### config.mk
export PLATFORM = sky130hd
export DESIGN_NAME = smsp_core
export DESIGN_NICKNAME = d
export VERILOG_FILES = /design/src/hw/smsp_pkg.sv /design/src/hw/smsp_core.sv /design/src/hw/smsp_sync.sv /design/src/hw/smsp_wet_timer.sv
export SDC_FILE = /design/constraint.sdc
export NUM_CORES = 1
export LEC_CHECK = 0
export ABC_CLOCK_PERIOD_IN_PS = 5100
export BUFFER_PORTS_ARGS = -buffer_cell sky130_fd_sc_hd__buf_2
export CAP_MARGIN = 20
export CORE_ASPECT_RATIO = 1.2
export CORE_MARGIN = 5
export CORE_UTILIZATION = 50
export CTS_BUF_LIST = sky130_fd_sc_hd__clkbuf_4 sky130_fd_sc_hd__clkbuf_8 sky130_fd_sc_hd__clkbuf_16
export CTS_CLUSTER_SIZE = 12
export DETAILED_ROUTE_END_ITERATION = 10
export PLACE_DENSITY = 0.62
export SLEW_MARGIN = 20
export SYNTH_ARGS = -nofsm -noshare
export SYNTH_HDL_FRONTEND = slang
export SYNTH_HIERARCHICAL = 1
export SYNTH_SLANG_ARGS = --single-unit
export TNS_END_PERCENT = 5
### constraint.sdc
create_clock -name clk -period 5.1 [get_ports clk]
set_input_delay 1.02 -clock clk [delete_from_list [all_inputs] [get_ports clk]]
set_output_delay 1.02 -clock clk [all_outputs]
set_load 0.005 [all_outputs]
### src/hw/smsp_pkg.sv
// Shared constants and types of the switch monitor serial port
`default_nettype none

package smsp_pkg;

  // ****************************************
  // Word layout
  // ****************************************
  localparam int          CMD_W        = 16;
  localparam int          NUM_SW       = 12;
  localparam int          OP_HI        = 15;
  localparam int          OP_LO        = 12;
  localparam int          MOD_HI       = 11;
  localparam int          MOD_LO       = 10;
  localparam int          ST_MODE_HI   = 15;
  localparam int          ST_MODE_LO   = 14;
  localparam int          ST_MASTER_SLAVE_SELECT      = 13;
  localparam int          ST_INT       = 12;
  localparam logic [3:0]  OP_SLEEP     = 4'h0;
  localparam logic [3:0]  OP_RUN       = 4'h1;
  localparam logic [3:0]  OP_TRI       = 4'h3;
  localparam logic [3:0]  OP_METAL     = 4'h5;
  localparam logic [1:0]  MOD_NORMAL   = 2'h0;
  localparam logic [1:0]  MOD_POLL     = 2'h1;
  localparam logic [1:0]  MOD_POLL_TMR = 2'h2;
  localparam logic [5:0]  BITCNT_MAX   = 6'h3F;
  localparam logic [3:0]  WORD_MASK    = 4'hF;

  // ****************************************
  // Timing
  // ****************************************
  localparam longint      CLK_HZ       = 50_000_000;
  localparam longint      WET_TIME_MS  = 20;
  localparam longint      WET_CYCLES   = (WET_TIME_MS * CLK_HZ + 999) / 1000;
  localparam longint      POLL_TIME_US = 1000;
  localparam longint      POLL_CYCLES  = (POLL_TIME_US * CLK_HZ) / 1000000;
  localparam longint      SAMP_TIME_US = 10;
  localparam longint      SAMP_CYCLES  = (SAMP_TIME_US * CLK_HZ) / 1000000;
  localparam int          INT_TMR_POLLS = 16;

  // ****************************************
  // Types
  // ****************************************
  typedef enum logic [1:0] {
    SMSP_SLEEP,
    SMSP_NORMAL,
    SMSP_POLL,
    SMSP_POLL_TMR
  } smsp_mode_t;

endpackage

`default_nettype wire

### src/hw/smsp_core.sv
// Switch monitor serial port, interrupt and poll synchronisation
//
// Contract
// CS fall: drive SO, snapshot status
// CS rise: release SO, clear INT, apply
// Host moves CS only with SCLK low
// Shift SI in on SCLK rise
// Next SO bit on SCLK fall
// Deselected: ignore SCLK, SI; SO off
// Host should park SCLK low when idle
// Sixteen bits per command; high is one
// Open reads zero, closed reads one
// CS fall shows bit 15 first
// Both words travel MSB first
// Chained pair needs 32 clocks
// Status holds switches, master, flag, mode
// Master runs oscillator, slave stops it
// Master times polls, signals slave
// Normal mode: change drives INT
// INT flag is inverse latched pin
// Polling: INT only during sampling
// Reset pin clears all, enters sleep
// Only a command leaves sleep
// Drop wetting current after 20 ms
// Status shows previous configuration
// Power-up clears, enters sleep
// Polling: closed switch interrupts, goes normal
// Synchronise pins, detect edges
`default_nettype none

module smsp_core #(
  parameter int NUM_SW     = smsp_pkg::NUM_SW,
  parameter int WET_CYC    = int'(smsp_pkg::WET_CYCLES),
  parameter int POLL_CYC   = int'(smsp_pkg::POLL_CYCLES),
  parameter int SAMP_CYC   = int'(smsp_pkg::SAMP_CYCLES),
  parameter int INT_POLLS  = smsp_pkg::INT_TMR_POLLS
) (
  input  wire logic              clk,
  input  wire logic              sys_rst,
  input  wire logic              cs_n_pin,
  input  wire logic              sclk_pin,
  input  wire logic              si_pin,
  output logic                   so_o,
  output logic                   so_oe,
  input  wire logic              rst_n_pin,
  output logic                   int_n_o,
  output logic                   int_n_oe,
  input  wire logic              master_slave_select,
  input  wire logic              sync_pin,
  output logic                   sync_o,
  input  wire logic [NUM_SW-1:0] switch_closed_pin,
  output logic [NUM_SW-1:0]      wet_high,
  output logic                   sense_enable,
  output logic                   osc_run,
  output logic [1:0]             mode_code,
  output logic [11:0]            run_cfg,
  output logic [11:0]            metal_cfg,
  output logic [11:0]            tri_mask
);

  localparam int CW = smsp_pkg::CMD_W;

  initial begin
    if (NUM_SW != smsp_pkg::NUM_SW) $error("smsp_core: NUM_SW fixed");
    if (POLL_CYC < 2 || SAMP_CYC < 1 || INT_POLLS < 1) begin
      $error("smsp_core: poll timing out of range");
    end
  end

  // ****************************************
  // State
  // ****************************************
  typedef struct packed {
    smsp_pkg::smsp_mode_t mode;
    logic                 cs_q;
    logic                 sclk_q;
    logic                 sel;
    logic [5:0]           bitcnt;
    logic [CW-1:0]        rx;
    logic [CW-1:0]        tx;
    logic                 int_act;
    logic [NUM_SW-1:0]    sw;
    logic [11:0]          run_c;
    logic [11:0]          metal_c;
    logic [11:0]          tri_m;
    logic [31:0]          poll_cnt;
    logic                 window;
    logic [15:0]          int_polls;
  } smsp_core_t;

  smsp_core_t s_reg;
  smsp_core_t s_next;

  localparam smsp_core_t RESET_VAL = '{
    mode: smsp_pkg::SMSP_SLEEP, cs_q: 1'b1, default: '0};

  // ****************************************
  // Pin synchronisers
  // ****************************************
  logic              cs_s;
  logic              sclk_s;
  logic              si_s;
  logic              rst_n_s;
  logic              master_slave_select_s;
  logic              sync_s;
  logic [NUM_SW-1:0] sw_s;

  smsp_sync #(.W(6), .INIT(6'h09)) u_sync_ctl (
    .clk     (clk),
    .sys_rst (sys_rst),
    .d       ({sync_pin, master_slave_select, rst_n_pin,
               si_pin, sclk_pin, cs_n_pin}),
    .q       ({sync_s, master_slave_select_s, rst_n_s, si_s, sclk_s, cs_s})
  );

  smsp_sync #(.W(NUM_SW), .INIT('0)) u_sync_sw (
    .clk     (clk),
    .sys_rst (sys_rst),
    .d       (switch_closed_pin),
    .q       (sw_s)
  );

  // ****************************************
  // Helpers
  // ****************************************
  function automatic logic [1:0] mode_enc(smsp_pkg::smsp_mode_t m);
    unique case (m)
      smsp_pkg::SMSP_POLL:     mode_enc = smsp_pkg::MOD_POLL;
      smsp_pkg::SMSP_POLL_TMR: mode_enc = smsp_pkg::MOD_POLL_TMR;
      smsp_pkg::SMSP_NORMAL:   mode_enc = smsp_pkg::MOD_NORMAL;
      smsp_pkg::SMSP_SLEEP:    mode_enc = smsp_pkg::MOD_NORMAL;
    endcase
  endfunction

  function automatic logic is_poll(smsp_pkg::smsp_mode_t m);
    is_poll = (m == smsp_pkg::SMSP_POLL) ||
              (m == smsp_pkg::SMSP_POLL_TMR);
  endfunction

  // ****************************************
  // Derived terms
  // ****************************************
  logic              cs_fall;
  logic              cs_rise;
  logic              sclk_rise;
  logic              sclk_fall;
  logic              word_ok;
  logic              sensing;
  logic [NUM_SW-1:0] sw_live;
  logic [CW-1:0]     status;
  logic [3:0]        op;

  assign cs_fall   = s_reg.cs_q && !cs_s;
  assign cs_rise   = !s_reg.cs_q && cs_s;
  assign sclk_rise = !s_reg.sclk_q && sclk_s && s_reg.sel;
  assign sclk_fall = s_reg.sclk_q && !sclk_s && s_reg.sel;
  // Accept 16 bits, or 32 or 48 when chained; last word is ours
  assign word_ok   = (s_reg.bitcnt != 6'h00) &&
                     ((s_reg.bitcnt[3:0] & smsp_pkg::WORD_MASK) == 4'h0)
                     && (s_reg.bitcnt != smsp_pkg::BITCNT_MAX);
  assign op        = s_reg.rx[smsp_pkg::OP_HI:smsp_pkg::OP_LO];
  // Comparators only active while sense currents flow
  assign sensing   = (s_reg.mode == smsp_pkg::SMSP_NORMAL) ||
                     (is_poll(s_reg.mode) && s_reg.window);
  assign sw_live   = sw_s & ~s_reg.tri_m;

  always_comb begin
    status = '0;
    status[NUM_SW-1:0] = s_reg.sw;
    status[smsp_pkg::ST_MODE_HI:smsp_pkg::ST_MODE_LO] =
      mode_enc(s_reg.mode);
    status[smsp_pkg::ST_MASTER_SLAVE_SELECT] = master_slave_select_s;
    status[smsp_pkg::ST_INT]  = s_reg.int_act;
  end

  // ****************************************
  // Next state
  // ****************************************
  always_comb begin
    s_next        = s_reg;
    s_next.cs_q   = cs_s;
    s_next.sclk_q = sclk_s;

    // Serial shifting
    if (cs_fall) begin
      s_next.sel    = 1'b1;
      s_next.tx     = status;
      s_next.bitcnt = '0;
      s_next.rx     = '0;
    end else if (s_reg.sel) begin
      if (sclk_rise) begin
        s_next.rx = {s_reg.rx[CW-2:0], si_s};
        if (s_reg.bitcnt != smsp_pkg::BITCNT_MAX) begin
          s_next.bitcnt = s_reg.bitcnt + 6'h01;
        end
      end
      if (sclk_fall) begin
        s_next.tx = {s_reg.tx[CW-2:0], 1'b0};
      end
    end

    // Switch snapshot follows the pins only while deselected
    if (!s_reg.sel && !cs_fall) begin
      if (s_reg.mode == smsp_pkg::SMSP_SLEEP) begin
        s_next.sw = '0;
      end else if (sensing) begin
        s_next.sw = sw_live;
      end
    end

    // Polling period and sampling window
    if (is_poll(s_reg.mode)) begin
      if (master_slave_select_s) begin
        if (s_reg.window) begin
          if (s_reg.poll_cnt >= 32'(SAMP_CYC - 1)) begin
            s_next.window   = 1'b0;
            s_next.poll_cnt = '0;
          end else begin
            s_next.poll_cnt = s_reg.poll_cnt + 32'h1;
          end
        end else if (s_reg.poll_cnt >= 32'(POLL_CYC - 1)) begin
          s_next.window   = 1'b1;
          s_next.poll_cnt = '0;
        end else begin
          s_next.poll_cnt = s_reg.poll_cnt + 32'h1;
        end
      end else begin
        s_next.window   = sync_s;
        s_next.poll_cnt = '0;
      end
      // Window end counts toward the wake-up interrupt timer
      if (s_reg.window && !s_next.window &&
          s_reg.mode == smsp_pkg::SMSP_POLL_TMR) begin
        s_next.int_polls = s_reg.int_polls + 16'h1;
      end
    end else begin
      s_next.window    = 1'b0;
      s_next.poll_cnt  = '0;
      s_next.int_polls = '0;
    end

    // Clear first so a same-cycle event still sets the flag
    if (cs_rise) begin
      s_next.int_act = 1'b0;
    end
    if (s_reg.mode == smsp_pkg::SMSP_NORMAL && !s_reg.sel &&
        sw_live != s_reg.sw) begin
      s_next.int_act = 1'b1;
    end
    if (is_poll(s_reg.mode) && s_reg.window) begin
      if (|sw_live) begin
        s_next.int_act = 1'b1;
        s_next.mode    = smsp_pkg::SMSP_NORMAL;
      end else if (s_reg.mode == smsp_pkg::SMSP_POLL_TMR &&
                   s_reg.int_polls >= 16'(INT_POLLS)) begin
        s_next.int_act   = 1'b1;
        s_next.int_polls = '0;
      end
    end

    // Command applied on deselect
    if (cs_rise) begin
      s_next.sel = 1'b0;
      if (word_ok) begin
        unique case (op)
          smsp_pkg::OP_SLEEP: begin
            s_next.mode = smsp_pkg::SMSP_SLEEP;
          end
          smsp_pkg::OP_RUN: begin
            s_next.run_c = s_reg.rx[11:0];
            unique case (s_reg.rx[smsp_pkg::MOD_HI:smsp_pkg::MOD_LO])
              smsp_pkg::MOD_POLL:
                s_next.mode = smsp_pkg::SMSP_POLL;
              smsp_pkg::MOD_POLL_TMR:
                s_next.mode = smsp_pkg::SMSP_POLL_TMR;
              default:
                s_next.mode = smsp_pkg::SMSP_NORMAL;
            endcase
          end
          smsp_pkg::OP_TRI: begin
            s_next.tri_m = s_reg.rx[11:0];
            if (s_reg.mode == smsp_pkg::SMSP_SLEEP) begin
              s_next.mode = smsp_pkg::SMSP_NORMAL;
            end
          end
          smsp_pkg::OP_METAL: begin
            s_next.metal_c = s_reg.rx[11:0];
            if (s_reg.mode == smsp_pkg::SMSP_SLEEP) begin
              s_next.mode = smsp_pkg::SMSP_NORMAL;
            end
          end
          default: begin
          end
        endcase
      end
    end

    // Reset pin wins over everything
    if (!rst_n_s) begin
      s_next = RESET_VAL;
      s_next.cs_q   = cs_s;
      s_next.sclk_q = sclk_s;
    end
  end

  always_ff @(posedge clk) begin
    if (sys_rst) begin
      s_reg <= RESET_VAL;
    end else begin
      s_reg <= s_next;
    end
  end

  // ****************************************
  // Wetting current timers
  // ****************************************
  for (genvar g = 0; g < NUM_SW; g++) begin : g_wet
    smsp_wet_timer #(.CNT_W(32), .CYCLES(WET_CYC)) u_wet (
      .clk      (clk),
      .sys_rst  (sys_rst),
      .clear    (!rst_n_s),
      .closed   (s_reg.sw[g] && sensing),
      .wet_high (wet_high[g])
    );
  end

  // ****************************************
  // Outputs
  // ****************************************
  assign so_o         = s_reg.tx[CW-1];
  assign so_oe        = s_reg.sel;
  assign int_n_o      = 1'b0;
  assign int_n_oe     = s_reg.int_act;
  assign sync_o       = master_slave_select_s && is_poll(s_reg.mode) && s_reg.window;
  assign sense_enable = sensing;
  // Slave sleeps between polls to save supply current
  assign osc_run      = (s_reg.mode != smsp_pkg::SMSP_SLEEP) &&
                        (master_slave_select_s || !is_poll(s_reg.mode) ||
                         s_reg.window);
  assign mode_code    = mode_enc(s_reg.mode);
  assign run_cfg      = s_reg.run_c;
  assign metal_cfg    = s_reg.metal_c;
  assign tri_mask     = s_reg.tri_m;

endmodule

`default_nettype wire

### src/hw/smsp_sync.sv
// Three-stage input synchroniser with agreement filter
`default_nettype none

module smsp_sync #(
  parameter int         W    = 1,
  parameter logic [W-1:0] INIT = '0
) (
  input  wire logic         clk,
  input  wire logic         sys_rst,
  input  wire logic [W-1:0] d,
  output logic [W-1:0]      q
);

  typedef struct packed {
    logic [W-1:0] ff1;
    logic [W-1:0] ff2;
    logic [W-1:0] ff3;
    logic [W-1:0] q;
  } smsp_sync_t;

  smsp_sync_t s_reg;
  smsp_sync_t s_next;

  initial begin
    if (W < 1) $error("smsp_sync: W must be at least 1");
  end

  // ****************************************
  // Filter
  // ****************************************
  always_comb begin
    s_next     = s_reg;
    s_next.ff1 = d;
    s_next.ff2 = s_reg.ff1;
    s_next.ff3 = s_reg.ff2;
    // Only stages two and three decide, ff1 may be metastable
    for (int i = 0; i < W; i++) begin
      if (s_reg.ff2[i] == s_reg.ff3[i]) begin
        s_next.q[i] = s_reg.ff3[i];
      end
    end
  end

  always_ff @(posedge clk) begin
    if (sys_rst) begin
      s_reg <= '{ff1: INIT, ff2: INIT, ff3: INIT, q: INIT};
    end else begin
      s_reg <= s_next;
    end
  end

  assign q = s_reg.q;

endmodule

`default_nettype wire

### src/hw/smsp_wet_timer.sv
// Per-input high wetting current timer
`default_nettype none

module smsp_wet_timer #(
  parameter int CNT_W  = 20,
  parameter int CYCLES = 1000000
) (
  input  wire logic clk,
  input  wire logic sys_rst,
  input  wire logic clear,
  input  wire logic closed,
  output logic      wet_high
);

  typedef struct packed {
    logic [CNT_W-1:0] cnt;
  } smsp_wet_t;

  smsp_wet_t s_reg;
  smsp_wet_t s_next;

  initial begin
    // Wide shift so a full-width counter does not wrap the bound
    if (CYCLES < 1 || longint'(CYCLES) >= (longint'(1) << CNT_W)) begin
      $error("smsp_wet_timer: CYCLES does not fit CNT_W");
    end
  end

  localparam logic [CNT_W-1:0] LIMIT = CNT_W'(CYCLES);

  always_comb begin
    s_next = s_reg;
    if (clear || !closed) begin
      s_next.cnt = '0;
    end else if (s_reg.cnt != LIMIT) begin
      s_next.cnt = s_reg.cnt + 1'b1;
    end
  end

  always_ff @(posedge clk) begin
    if (sys_rst) begin
      s_reg <= '0;
    end else begin
      s_reg <= s_next;
    end
  end

  // High current only until the closure has lasted the full time
  assign wet_high = closed && (s_reg.cnt != LIMIT);

endmodule

`default_nettype wire

==> flow_metrics.env, run 1 <==
export IMPL_synth_edf_count=0
export IMPL_fp_dieW_um=223
export IMPL_grt_use_total_pct=19.0
export IMPL_met1Wirelength_um=26300
export IMPL_syn_cell_area_mm2=0.0273
export IMPL_clock_path_buffers=3
export IMPL_clock_skew_ns=0.0171
export IMPL_std_cell_rows=93
export IMPL_tightest_slew_ns=1.15
export IMPL_async_flop_share_pct=0
export IMPL_dp_hpwl_um=39700
export IMPL_cap_violations=0
export IMPL_wl_per_cell_um=14.9
export IMPL_post_place_cells=3760
export IMPL_drive_above_1_share_pct=9.04
export IMPL_arrival_ns=2.52
export IMPL_ys_flop_type="dfxtp_1"
export IMPL_clk_latency_ns=0.59
export IMPL_grt_pass1_vias=20500
export IMPL_tns_ns=0
export IMPL_crit_family="simple AND/OR/NAND/NOR gates"
export IMPL_dr_first_iter_drc_count=1358
export IMPL_clock_sinks=597
export IMPL_route_met2_wl_um=27600
export IMPL_critPathLaunchType="flip-flop"
export IMPL_setup_viol=0
export IMPL_drt_pass1_iterations=5
export IMPL_crit_buf_inv=1
export IMPL_cts_tree="yes"
export IMPL_htree_num_levels=3
export IMPL_antenna_found_initial=3
export IMPL_vias=21300
export IMPL_die_h_um=266
export IMPL_initial_utilization_pct=50.6
export IMPL_area_growth_pct=9.87
export IMPL_viasPerCell=5.49
export IMPL_maxSlewViolCount=0
export IMPL_clk_pin_slew_worst_paths_ns=0.06
export IMPL_largest_reg_flops=384
export IMPL_fp_dieArea_mm2=0.0593
export IMPL_post_cts_setup_buffers=0
export IMPL_synth_warning_count=6
export IMPL_cts_made_buffers=66
export IMPL_wl_met3_um=2130
export IMPL_highest_layer="met4"
export IMPL_period_share_pct=69.4
export IMPL_critPathKind="flip-flop to output pin"
export IMPL_critPathCaptureType="output pin"
export IMPL_yosysSeqAreaShare_pct=43.8
export IMPL_crit_required_ns=4.08
export IMPL_hold_viol=0
export IMPL_holdWs_ns=0.417
export IMPL_wl_um=57700
export IMPL_fin_crit_ns=3.54
export IMPL_synthTopCellsByArea="dfxtp_1, xnor2_1, nor2_1"
export IMPL_hold_path_class="flip-flop to flip-flop"
export IMPL_syn_inst=3103
export IMPL_io_pins=77
export IMPL_critPathSlowestCell="or4b_2"
export IMPL_path_cells="nand4_1 -> or4b_2 -> nor3_4 -> nor2b_1 -> buf_2"
export IMPL_grt_max_degree=70
export IMPL_cp_slowest_stage_delay_ns=0.71
export IMPL_fillers=4793
export IMPL_max_slew_margin_pct=22.8
export IMPL_grt_pass1_wl_um=97800
export IMPL_final_cells=3877
export IMPL_root_buffer="clkbuf_16"
export IMPL_portBuffers=75
export IMPL_yosysTopAreaCell="dfxtp_1"
export IMPL_drt_antenna_violating_nets=0
export IMPL_p_leak_nw=9.11
export IMPL_syn_avg_cell_area_um2=8.79
export IMPL_reg2reg_slack_ns=2.56
export IMPL_nets=3169
export IMPL_fmax_ghz=0.283
export IMPL_rsz0062_at_grt="no"
export IMPL_status="finished clean"
export IMPL_grt_ovfl_total=0
export IMPL_vdd_drop_max_mv=0.303
export IMPL_path_max_fanout=6
export IMPL_cts_hold_buf=0
export IMPL_place_congestion=0.812
export IMPL_synth_seq_cells=597
export IMPL_ys_types=63
export IMPL_ctsResizeCount=0
export IMPL_core_mm2=0.0539
export IMPL_power_per_cell_area_mw_per_mm2=316
export IMPL_drc=0
export IMPL_synthDominantCellAreaShare_pct=43.8
==> worst paths after layout <==
check | startpoint | endpoint | cells past startpoint
worst max-delay path | g_wet[9].u_wet/s_reg[17]$_SDFFE_PP0P_ | wet_high[9] | 5
worst min-delay path | u_sync_ctl/s_next[12]$_SDFF_PP1_ | u_sync_ctl/s_next[6]$_SDFF_PP1_ | 1
worst max register to register | s_reg[130]$_SDFFE_PP0P_ | run_cfg[8]$_SDFFE_PP0P_ | 7
worst min register to register | u_sync_ctl/s_next[12]$_SDFF_PP1_ | u_sync_ctl/s_next[6]$_SDFF_PP1_ | 1
==> cell families (layout without fill, tap and decap cells) <==
family                     after synthesis  count (layout)  share of synthesized area [%]
and+or+nand+nor                       1573            1573                           31.6
DFF                                    597             597                           43.8
xor gates and xnor gates               332             332                           10.7
AOI/OAI and AO/OA                      272             272                           5.91
buffers and inverters                  247             290                           4.77
muxes                                   51              51                           1.87
adders and majority gates               30              30                           1.38
other                                    1              20                         0.0138
==> layout make-up <==
| class | count | area (um^2) | area share (%) |
|---|---|---|---|
| clock buffer | 88 | 1900 | 6.35 |
| antenna | 3 | 7.51 | 0.0251 |
| clock inverter | 23 | 253 | 0.844 |
| timing repair buffer | 82 | 478 | 1.60 |
| tap | 712 | 891 | 2.97 |
| inverter | 97 | 364 | 1.22 |
| multi-input combinational | 2275 | 14100 | 47.1 |
| sequential | 597 | 12000 | 39.9 |
==> synthesized netlist by cell type (all sizes together) (23+ instances only) <==
cell type / number
a21oi: 131
and2: 38
and3: 33
and4: 39
buf: 83
clkbuf: 67
dfxtp: 597
ha: 30
inv: 97
mux2i: 51
nand2: 244
nand3: 78
nand4: 169
nor2: 450
nor2b: 83
nor3: 94
nor4: 133
nor4b: 37
o21ai: 61
o31ai: 23
or3: 52
or3b: 28
or4: 36
xnor2: 203
xor2: 129
==> cell usage in the layout, fill, tap and decap left out, types with 34 or more instances in the layout <==
master,netlist,routed
or4_1,34,34
dfxtp_1,597,597
nor2b_1,73,73
nor2_1,450,450
buf_2,4,74
nor4b_1,36,36
or3_1,52,52
and4_1,39,39
nor4_1,131,131
nand3_1,78,78
inv_1,97,97
o21ai_0,58,57
xor2_1,129,129
and2_1,38,38
mux2i_1,51,50
xnor2_1,203,203
a21oi_1,131,130
nor3_1,82,82
nand2_1,244,239
clkbuf_16,0,67
nand4_1,157,157
==> metal layers <==
layer	track usage [%]	vias to the layer above
li1	-	10800
met1	24.2	10000
met2	32.1	342
met3	3.39	99
met4	7.44	0
met5	0	-
==> where the power goes <==
| group | internal (mW) | total [mW] | switching (mW) |
|---|---|---|---|
| Combinational | 0.0203 | 0.0580 | 0.0378 |
| Sequential | 4.69 | 4.70 | 0.00860 |
| Clock | 2.83 | 4.70 | 1.88 |
| Total | 7.54 | 9.46 | 1.92 |
==> through the flow <==
stage               setup slack (ns)  power, mW  area, um^2  utilization, %
floorplan                       2.61       4.84       27300               -
global placement                1.95       4.86       27700            51.4
detailed placement              1.78       4.86       27700            51.4
CTS                             1.51       9.61       29800            55.4
global route                    1.40       9.81       30000            55.6
finish                          1.56       9.46       30000            55.6
==> worst reg2reg max path, cell delays in order, from the launching register on <==
cell and delay (ns):
dfxtp_1 0.35, inv_1 0.07, ha_1 0.14, nand2b_1 0.05, or4_4 0.55, nor4_4 0.88
mux2i_1 0.30, nor2_1 0.06
Note: power is estimated with default switching activity, not from simulation.
==> run 2: changes to the inputs <==
- ABC_CLOCK_PERIOD_IN_PS: 5100 -> 3600
- clock period: 5.1 -> 3.6 ns (I/O delays scaled with it)
==> run 2 against run 1 <==
Cell count increased by 0.26%. Via count increased by 0.96%. Count of clock-buffer cells in the layout increased by 6. Critical path depth unchanged. Register-to-register slack got worse by 1.3 ns. Die area unchanged. First-iteration DRC count increased by 3.7%. Global-route usage increased by 0.20 points. Cell area increased by 0.24%. Sequential power increased by 41%. Critical path type unchanged. Critical endpoint is now wet_high[8].
==> flow_metrics.env, run 2 (same netlist as run 1, synthesis figures left out) <==
export IMPL_dp_hpwl_um=39800
export IMPL_reg2reg_slack_ns=1.23
export IMPL_r2r_cells=6
export IMPL_maxSlewViolCount=0
export IMPL_critPathLaunchType="flip-flop"
export IMPL_ctsResizeCount=0
export IMPL_arrival_ns=2.45
export IMPL_clock_skew_ns=0.0192
export IMPL_tightest_slew_ns=1.02
export IMPL_cts_made_buffers=66
export IMPL_root_buffer="clkbuf_16"
export IMPL_post_cts_setup_buffers=0
export IMPL_portBuffers=75
export IMPL_grt_ovfl_total=0
export IMPL_tns_ns=0
export IMPL_path_max_fanout=6
export IMPL_setup_viol=0
export IMPL_r2r_start="g_wet[4].u_wet/s_reg[1]$_SDFFE_PP0P_"
export IMPL_clk_latency_ns=0.59
export IMPL_io_pins=77
export IMPL_initial_utilization_pct=50.6
export IMPL_critPathKind="flip-flop to output pin"
export IMPL_grt_max_degree=67
export IMPL_critical_path_endpoint="wet_high[8]"
export IMPL_grt_use_total_pct=19.2
export IMPL_fp_dieArea_mm2=0.0593
export IMPL_cap_violations=0
export IMPL_mostFrequentLayoutCells="dfxtp_1, nor2_1, nand2_1"
export IMPL_dr_first_iter_drc_count=1408
export IMPL_rsz0062_at_grt="no"
export IMPL_vdd_drop_max_mv=0.325
export IMPL_fin_crit_ns=3.17
export IMPL_place_congestion=0.829
export IMPL_final_common_cell="dfxtp_1"
export IMPL_critPathCaptureType="output pin"
export IMPL_drt_pass1_iterations=5
export IMPL_die_h_um=266
export IMPL_crit_start="g_wet[8].u_wet/s_reg[17]$_SDFFE_PP0P_"
export IMPL_power_per_cell_area_mw_per_mm2=446
export IMPL_fp_dieW_um=223
export IMPL_cts_hold_buf=0
export IMPL_p_leak_nw=9.16
export IMPL_holdWs_ns=0.320
export IMPL_hold_viol=0
export IMPL_htree_num_levels=3
export IMPL_drc=0
export IMPL_wl_per_cell_um=15.1
export IMPL_reg2reg_to="g_wet[4].u_wet/s_reg[20]$_SDFFE_PP0P_"
export IMPL_fmax_ghz=0.315
export IMPL_cts_tree="yes"
export IMPL_status="finished clean"
export IMPL_vias=21500
export IMPL_hold_path_class="input pin to flip-flop"
export IMPL_std_cell_rows=93
export IMPL_n_antenna_cell=0
export IMPL_max_slew_margin_pct=31.6
export IMPL_drt_antenna_violating_nets=0
export IMPL_grt_pass1_vias=20700
export IMPL_clock_path_buffers=3
export IMPL_nets=3185
export IMPL_area_growth_pct=10.1
export IMPL_clk_pin_slew_worst_paths_ns=0.05
export IMPL_crit_required_ns=2.88
export IMPL_largest_reg_flops=384
export IMPL_fillers=4736
export IMPL_grt_pass1_wl_um=98900
export IMPL_core_mm2=0.0539
export IMPL_wl_um=58600
export IMPL_drive_above_1_share_pct=9.26
export IMPL_period_share_pct=88.1
export IMPL_clock_sinks=597
export IMPL_antenna_found_initial=0
export IMPL_viasPerCell=5.53
[run 2: cell count changes in the layout (fill, tap and decap cells not counted), sizes merged]
| cell | delta |
|---|---|
| diode | -3 |
| clkinv | -4 |
| inv | -3 |
| bufinv | -3 |
| clkbuf | +6 |
| clkinvlp | +1 |
| buf | +16 |
[run 2: layer usage]
metal  GRT usage, %  vias to the layer above  wire length [um]
li1               -                    10900                 -
met1           24.1                    10200             26300
met2           33.4                      356             28400
met3           3.33                       92              2380
met4           6.54                        0              1420
met5              0                        -                 0
[run 2: how the worst min path moves through the flow]
stage | to | cells after the start | startpoint
after floorplan | u_sync_ctl/s_next[6]$_SDFF_PP1_ | 1 | u_sync_ctl/s_next[12]$_SDFF_PP1_
after global placement | u_sync_ctl/s_next[6]$_SDFF_PP1_ | 1 | u_sync_ctl/s_next[12]$_SDFF_PP1_
final | u_sync_ctl/s_next[12]$_SDFF_PP1_ | 2 | cs_n_pin
after detailed placement | u_sync_ctl/s_next[6]$_SDFF_PP1_ | 1 | u_sync_ctl/s_next[12]$_SDFF_PP1_
after CTS | u_sync_ctl/s_next[12]$_SDFF_PP1_ | 2 | cs_n_pin
after global routing | u_sync_ctl/s_next[12]$_SDFF_PP1_ | 2 | cs_n_pin
[run 2: final cells by class]
| class | count | area (um^2) | share of cell area, % |
|---|---|---|---|
| clock buffers | 94 | 2050 | 6.83 |
| repair buffers | 98 | 577 | 1.92 |
| inverters | 97 | 364 | 1.21 |
| flip-flops and latches | 597 | 12000 | 39.8 |
| well taps | 712 | 891 | 2.97 |
| multi-input cells | 2275 | 14100 | 46.9 |
| clock inverters | 14 | 101 | 0.338 |
[run 2: report_power, final]
part	total, mW	switching (mW)	internal (mW)
Clock	6.64	2.64	4.01
Sequential	6.65	0.0120	6.64
Combinational	0.0809	0.0522	0.0286
[run 2: worst max-delay path, cell delays in order (launching register included)]
cell and delay [ns]:
dfxtp_1 0.41, nand4_1 0.21, or4b_2 0.69, nor3_4 0.26, nor2b_1 0.15, buf_2 0.16
[run 2: through the flow]
stage / instances / utilization (%) / power, mW / setup WS (ns) / instance area (um^2)
CTS: 3883 / 55.6 / 13.6 / 0.386 / 30000
global route: 3887 / 55.7 / 13.9 / 0.287 / 30000
global placement: 3775 / 51.6 / 6.88 / 1.08 / 27800
floorplan: 3119 / - / 6.86 / 1.41 / 27300
detailed placement: 3775 / 51.6 / 6.88 / 1.02 / 27800
finish: 3887 / 55.7 / 13.4 / 0.429 / 30000
==> run 3: changes to the inputs <==
- CORE_UTILIZATION: 50 -> 24
- PLACE_DENSITY: 0.62 -> 0.34
- SLEW_MARGIN: 20 -> 5
==> run 3 against run 2 <==
Register-to-register slack got worse by 0.05 ns. Critical path depth unchanged. Die area increased by 100%. Global-route usage decreased by 7.6 points. Clock power increased by 17%. Cell area increased by 4.9%. Highest routed layer is now met5.
==> flow_metrics.env, run 3 (same netlist as run 1, synthesis figures left out) <==
export IMPL_dp_hpwl_um=49700
export IMPL_htree_num_levels=3
export IMPL_portBuffers=75
export IMPL_clock_sinks=597
export IMPL_vdd_drop_max_mv=0.318
export IMPL_maxSlewViolCount=0
export IMPL_clk_pin_slew_worst_paths_ns=0.06
export IMPL_dr_first_iter_drc_count=1091
export IMPL_path_cells="nand4_1 -> or4b_2 -> nor3_4 -> nor2b_1 -> buf_2"
export IMPL_worstHoldEndpoint="u_sync_ctl/s_next[12]$_SDFF_PP1_"
export IMPL_post_place_cells=4580
export IMPL_p_sw_mw=3.09
export IMPL_cts_made_buffers=75
export IMPL_root_buffer="clkbuf_16"
export IMPL_arrival_ns=2.50
export IMPL_critPathSlowestCell="or4b_2"
export IMPL_place_congestion=0.740
export IMPL_max_slew_margin_pct=28.6
export IMPL_nets=3200
export IMPL_antenna_found_initial=5
export IMPL_clk_latency_ns=0.64
export IMPL_grt_ovfl_total=0
export IMPL_p_leak_nw=9.42
export IMPL_reg2reg_slack_ns=1.18
export IMPL_clock_path_buffers=3
export IMPL_tightest_slew_ns=1.06
export IMPL_p_int_mw=11.4
export IMPL_viasPerCell=4.57
export IMPL_power_frac_comb_pct=0.6
export IMPL_wl_um=71100
export IMPL_path_max_fanout=6
export IMPL_grt_pass1_wl_um=114000
export IMPL_area_growth_pct=15.5
export IMPL_grt_max_degree=62
export IMPL_hold_viol=0
export IMPL_swShare_pct=21.3
export IMPL_crit_required_ns=2.88
export IMPL_vias=21600
export IMPL_reg2reg_to="metal_cfg[11]$_SDFFE_PP0P_"
export IMPL_power_frac_clock_pct=53.5
export IMPL_ctsResizeCount=0
export IMPL_critPathLaunchType="flip-flop"
export IMPL_wl_per_cell_um=15.1
export IMPL_cts_tree="yes"
export IMPL_fmax_ghz=0.311
export IMPL_drt_antenna_violating_nets=0
export IMPL_setup_viol=0
export IMPL_drive_above_1_share_pct=10.3
export IMPL_r2r_start="u_sync_ctl/q[0]$_SDFFE_PP1N_"
export IMPL_grt_pass1_vias=20900
export IMPL_status="finished clean"
export IMPL_cap_violations=0
export IMPL_fin_crit_ns=3.22
export IMPL_power_per_cell_area_mw_per_mm2=460
export IMPL_period_share_pct=89.4
export IMPL_grt_use_total_pct=11.5
export IMPL_post_cts_setup_buffers=0
export IMPL_fp_dieW_um=318
export IMPL_largest_reg_flops=384
export IMPL_core_mm2=0.113
export IMPL_std_cell_rows=135
export IMPL_hold_depth=2
export IMPL_final_cells=4721
export IMPL_final_common_cell="dfxtp_1"
export IMPL_r2r_cells=6
export IMPL_cts_hold_buf=0
export IMPL_io_pins=77
export IMPL_critPathKind="flip-flop to output pin"
export IMPL_critPathCaptureType="output pin"
export IMPL_clock_skew_ns=0.0252
export IMPL_min_from="cs_n_pin"
export IMPL_p_seq_share_pct=45.9
export IMPL_drt_pass1_iterations=5
export IMPL_mostFrequentLayoutCells="dfxtp_1, nor2_1, nand2_1"
export IMPL_cp_slowest_stage_delay_ns=0.69
export IMPL_tns_ns=0
export IMPL_die_h_um=379
export IMPL_drc=0
export IMPL_rsz0062_at_grt="no"
export IMPL_fp_dieArea_mm2=0.120
export IMPL_initial_utilization_pct=24.2
export IMPL_hold_path_class="input pin to flip-flop"
[run 3: cell count changes in the layout (fill, tap and decap cells not counted), sizes merged]
cell and delta:
clkbuf +18, clkinv +10, buf +6, bufinv +2, diode +2, inv +2, clkinvlp -1
[run 3: power by group through the flow]
stage,Sequential [mW],Clock (mW),Combinational [mW]
after floorplan,6.80,0,0.0594
after global placement,6.80,0,0.0870
after detailed placement,6.80,0,0.0880
after CTS,6.65,8.15,0.0879
after global routing,6.65,8.38,0.0958
final,6.66,7.75,0.0848
[run 3: cell type report]
| class | instances | area [um^2] |
|---|---|---|
| Antenna cell | 2 | 5.00 |
| Clock buffer | 112 | 2340 |
| Clock inverter | 27 | 248 |
| Fill cell | 12200 | 81300 |
| Inverter | 97 | 364 |
| Multi-Input combinational cell | 2275 | 14100 |
| Sequential cell | 597 | 12000 |
| Tap cell | 1507 | 1890 |
| Timing Repair Buffer | 104 | 603 |
[run 3: per-stage QoR]
stage	worst slack (ns)	area, um^2	hold WS, ns	total power, mW	util [%]
after floorplan	1.41	27300	0.383	6.86	-
after global placement	1.04	28900	0.398	6.89	25.6
after detailed placement	0.995	28900	0.399	6.89	25.6
after CTS	0.262	31500	0.190	14.9	27.9
after global routing	0.181	31500	0.228	15.1	27.9
final	0.383	31500	0.265	14.5	27.9
[run 3: worst max path at each step]
| stage | start | to | slack (ns) | cells past startpoint |
|---|---|---|---|---|
| after detailed placement | g_wet[2].u_wet/s_reg[17]$_SDFFE_PP0P_ | wet_high[2] | 0.99 | 5 |
| after global placement | g_wet[0].u_wet/s_reg[17]$_SDFFE_PP0P_ | wet_high[0] | 1.04 | 5 |
| final | g_wet[0].u_wet/s_reg[17]$_SDFFE_PP0P_ | wet_high[0] | 0.38 | 5 |
| after floorplan | g_wet[0].u_wet/s_reg[17]$_SDFFE_PP0P_ | wet_high[0] | 1.41 | 4 |
| after global routing | g_wet[4].u_wet/s_reg[17]$_SDFFE_PP0P_ | wet_high[4] | 0.18 | 5 |
| after CTS | g_wet[4].u_wet/s_reg[17]$_SDFFE_PP0P_ | wet_high[4] | 0.26 | 5 |
[run 3: worst max-delay path: cells and delay by family, from the launching register on]
family                 cells  cell delay, ns
and+or+nand+nor            4            1.31
buffers and inverters      1            0.16
DFF                        1            0.39
[run 3: routing by layer]
layer	up-vias	track usage, %	share of wire [%]
li1	10900	-	-
met1	10200	14.4	46
met2	302	19.6	47
met3	112	2.33	4.1
met4	2	4.63	3.1
met5	-	0	0.018
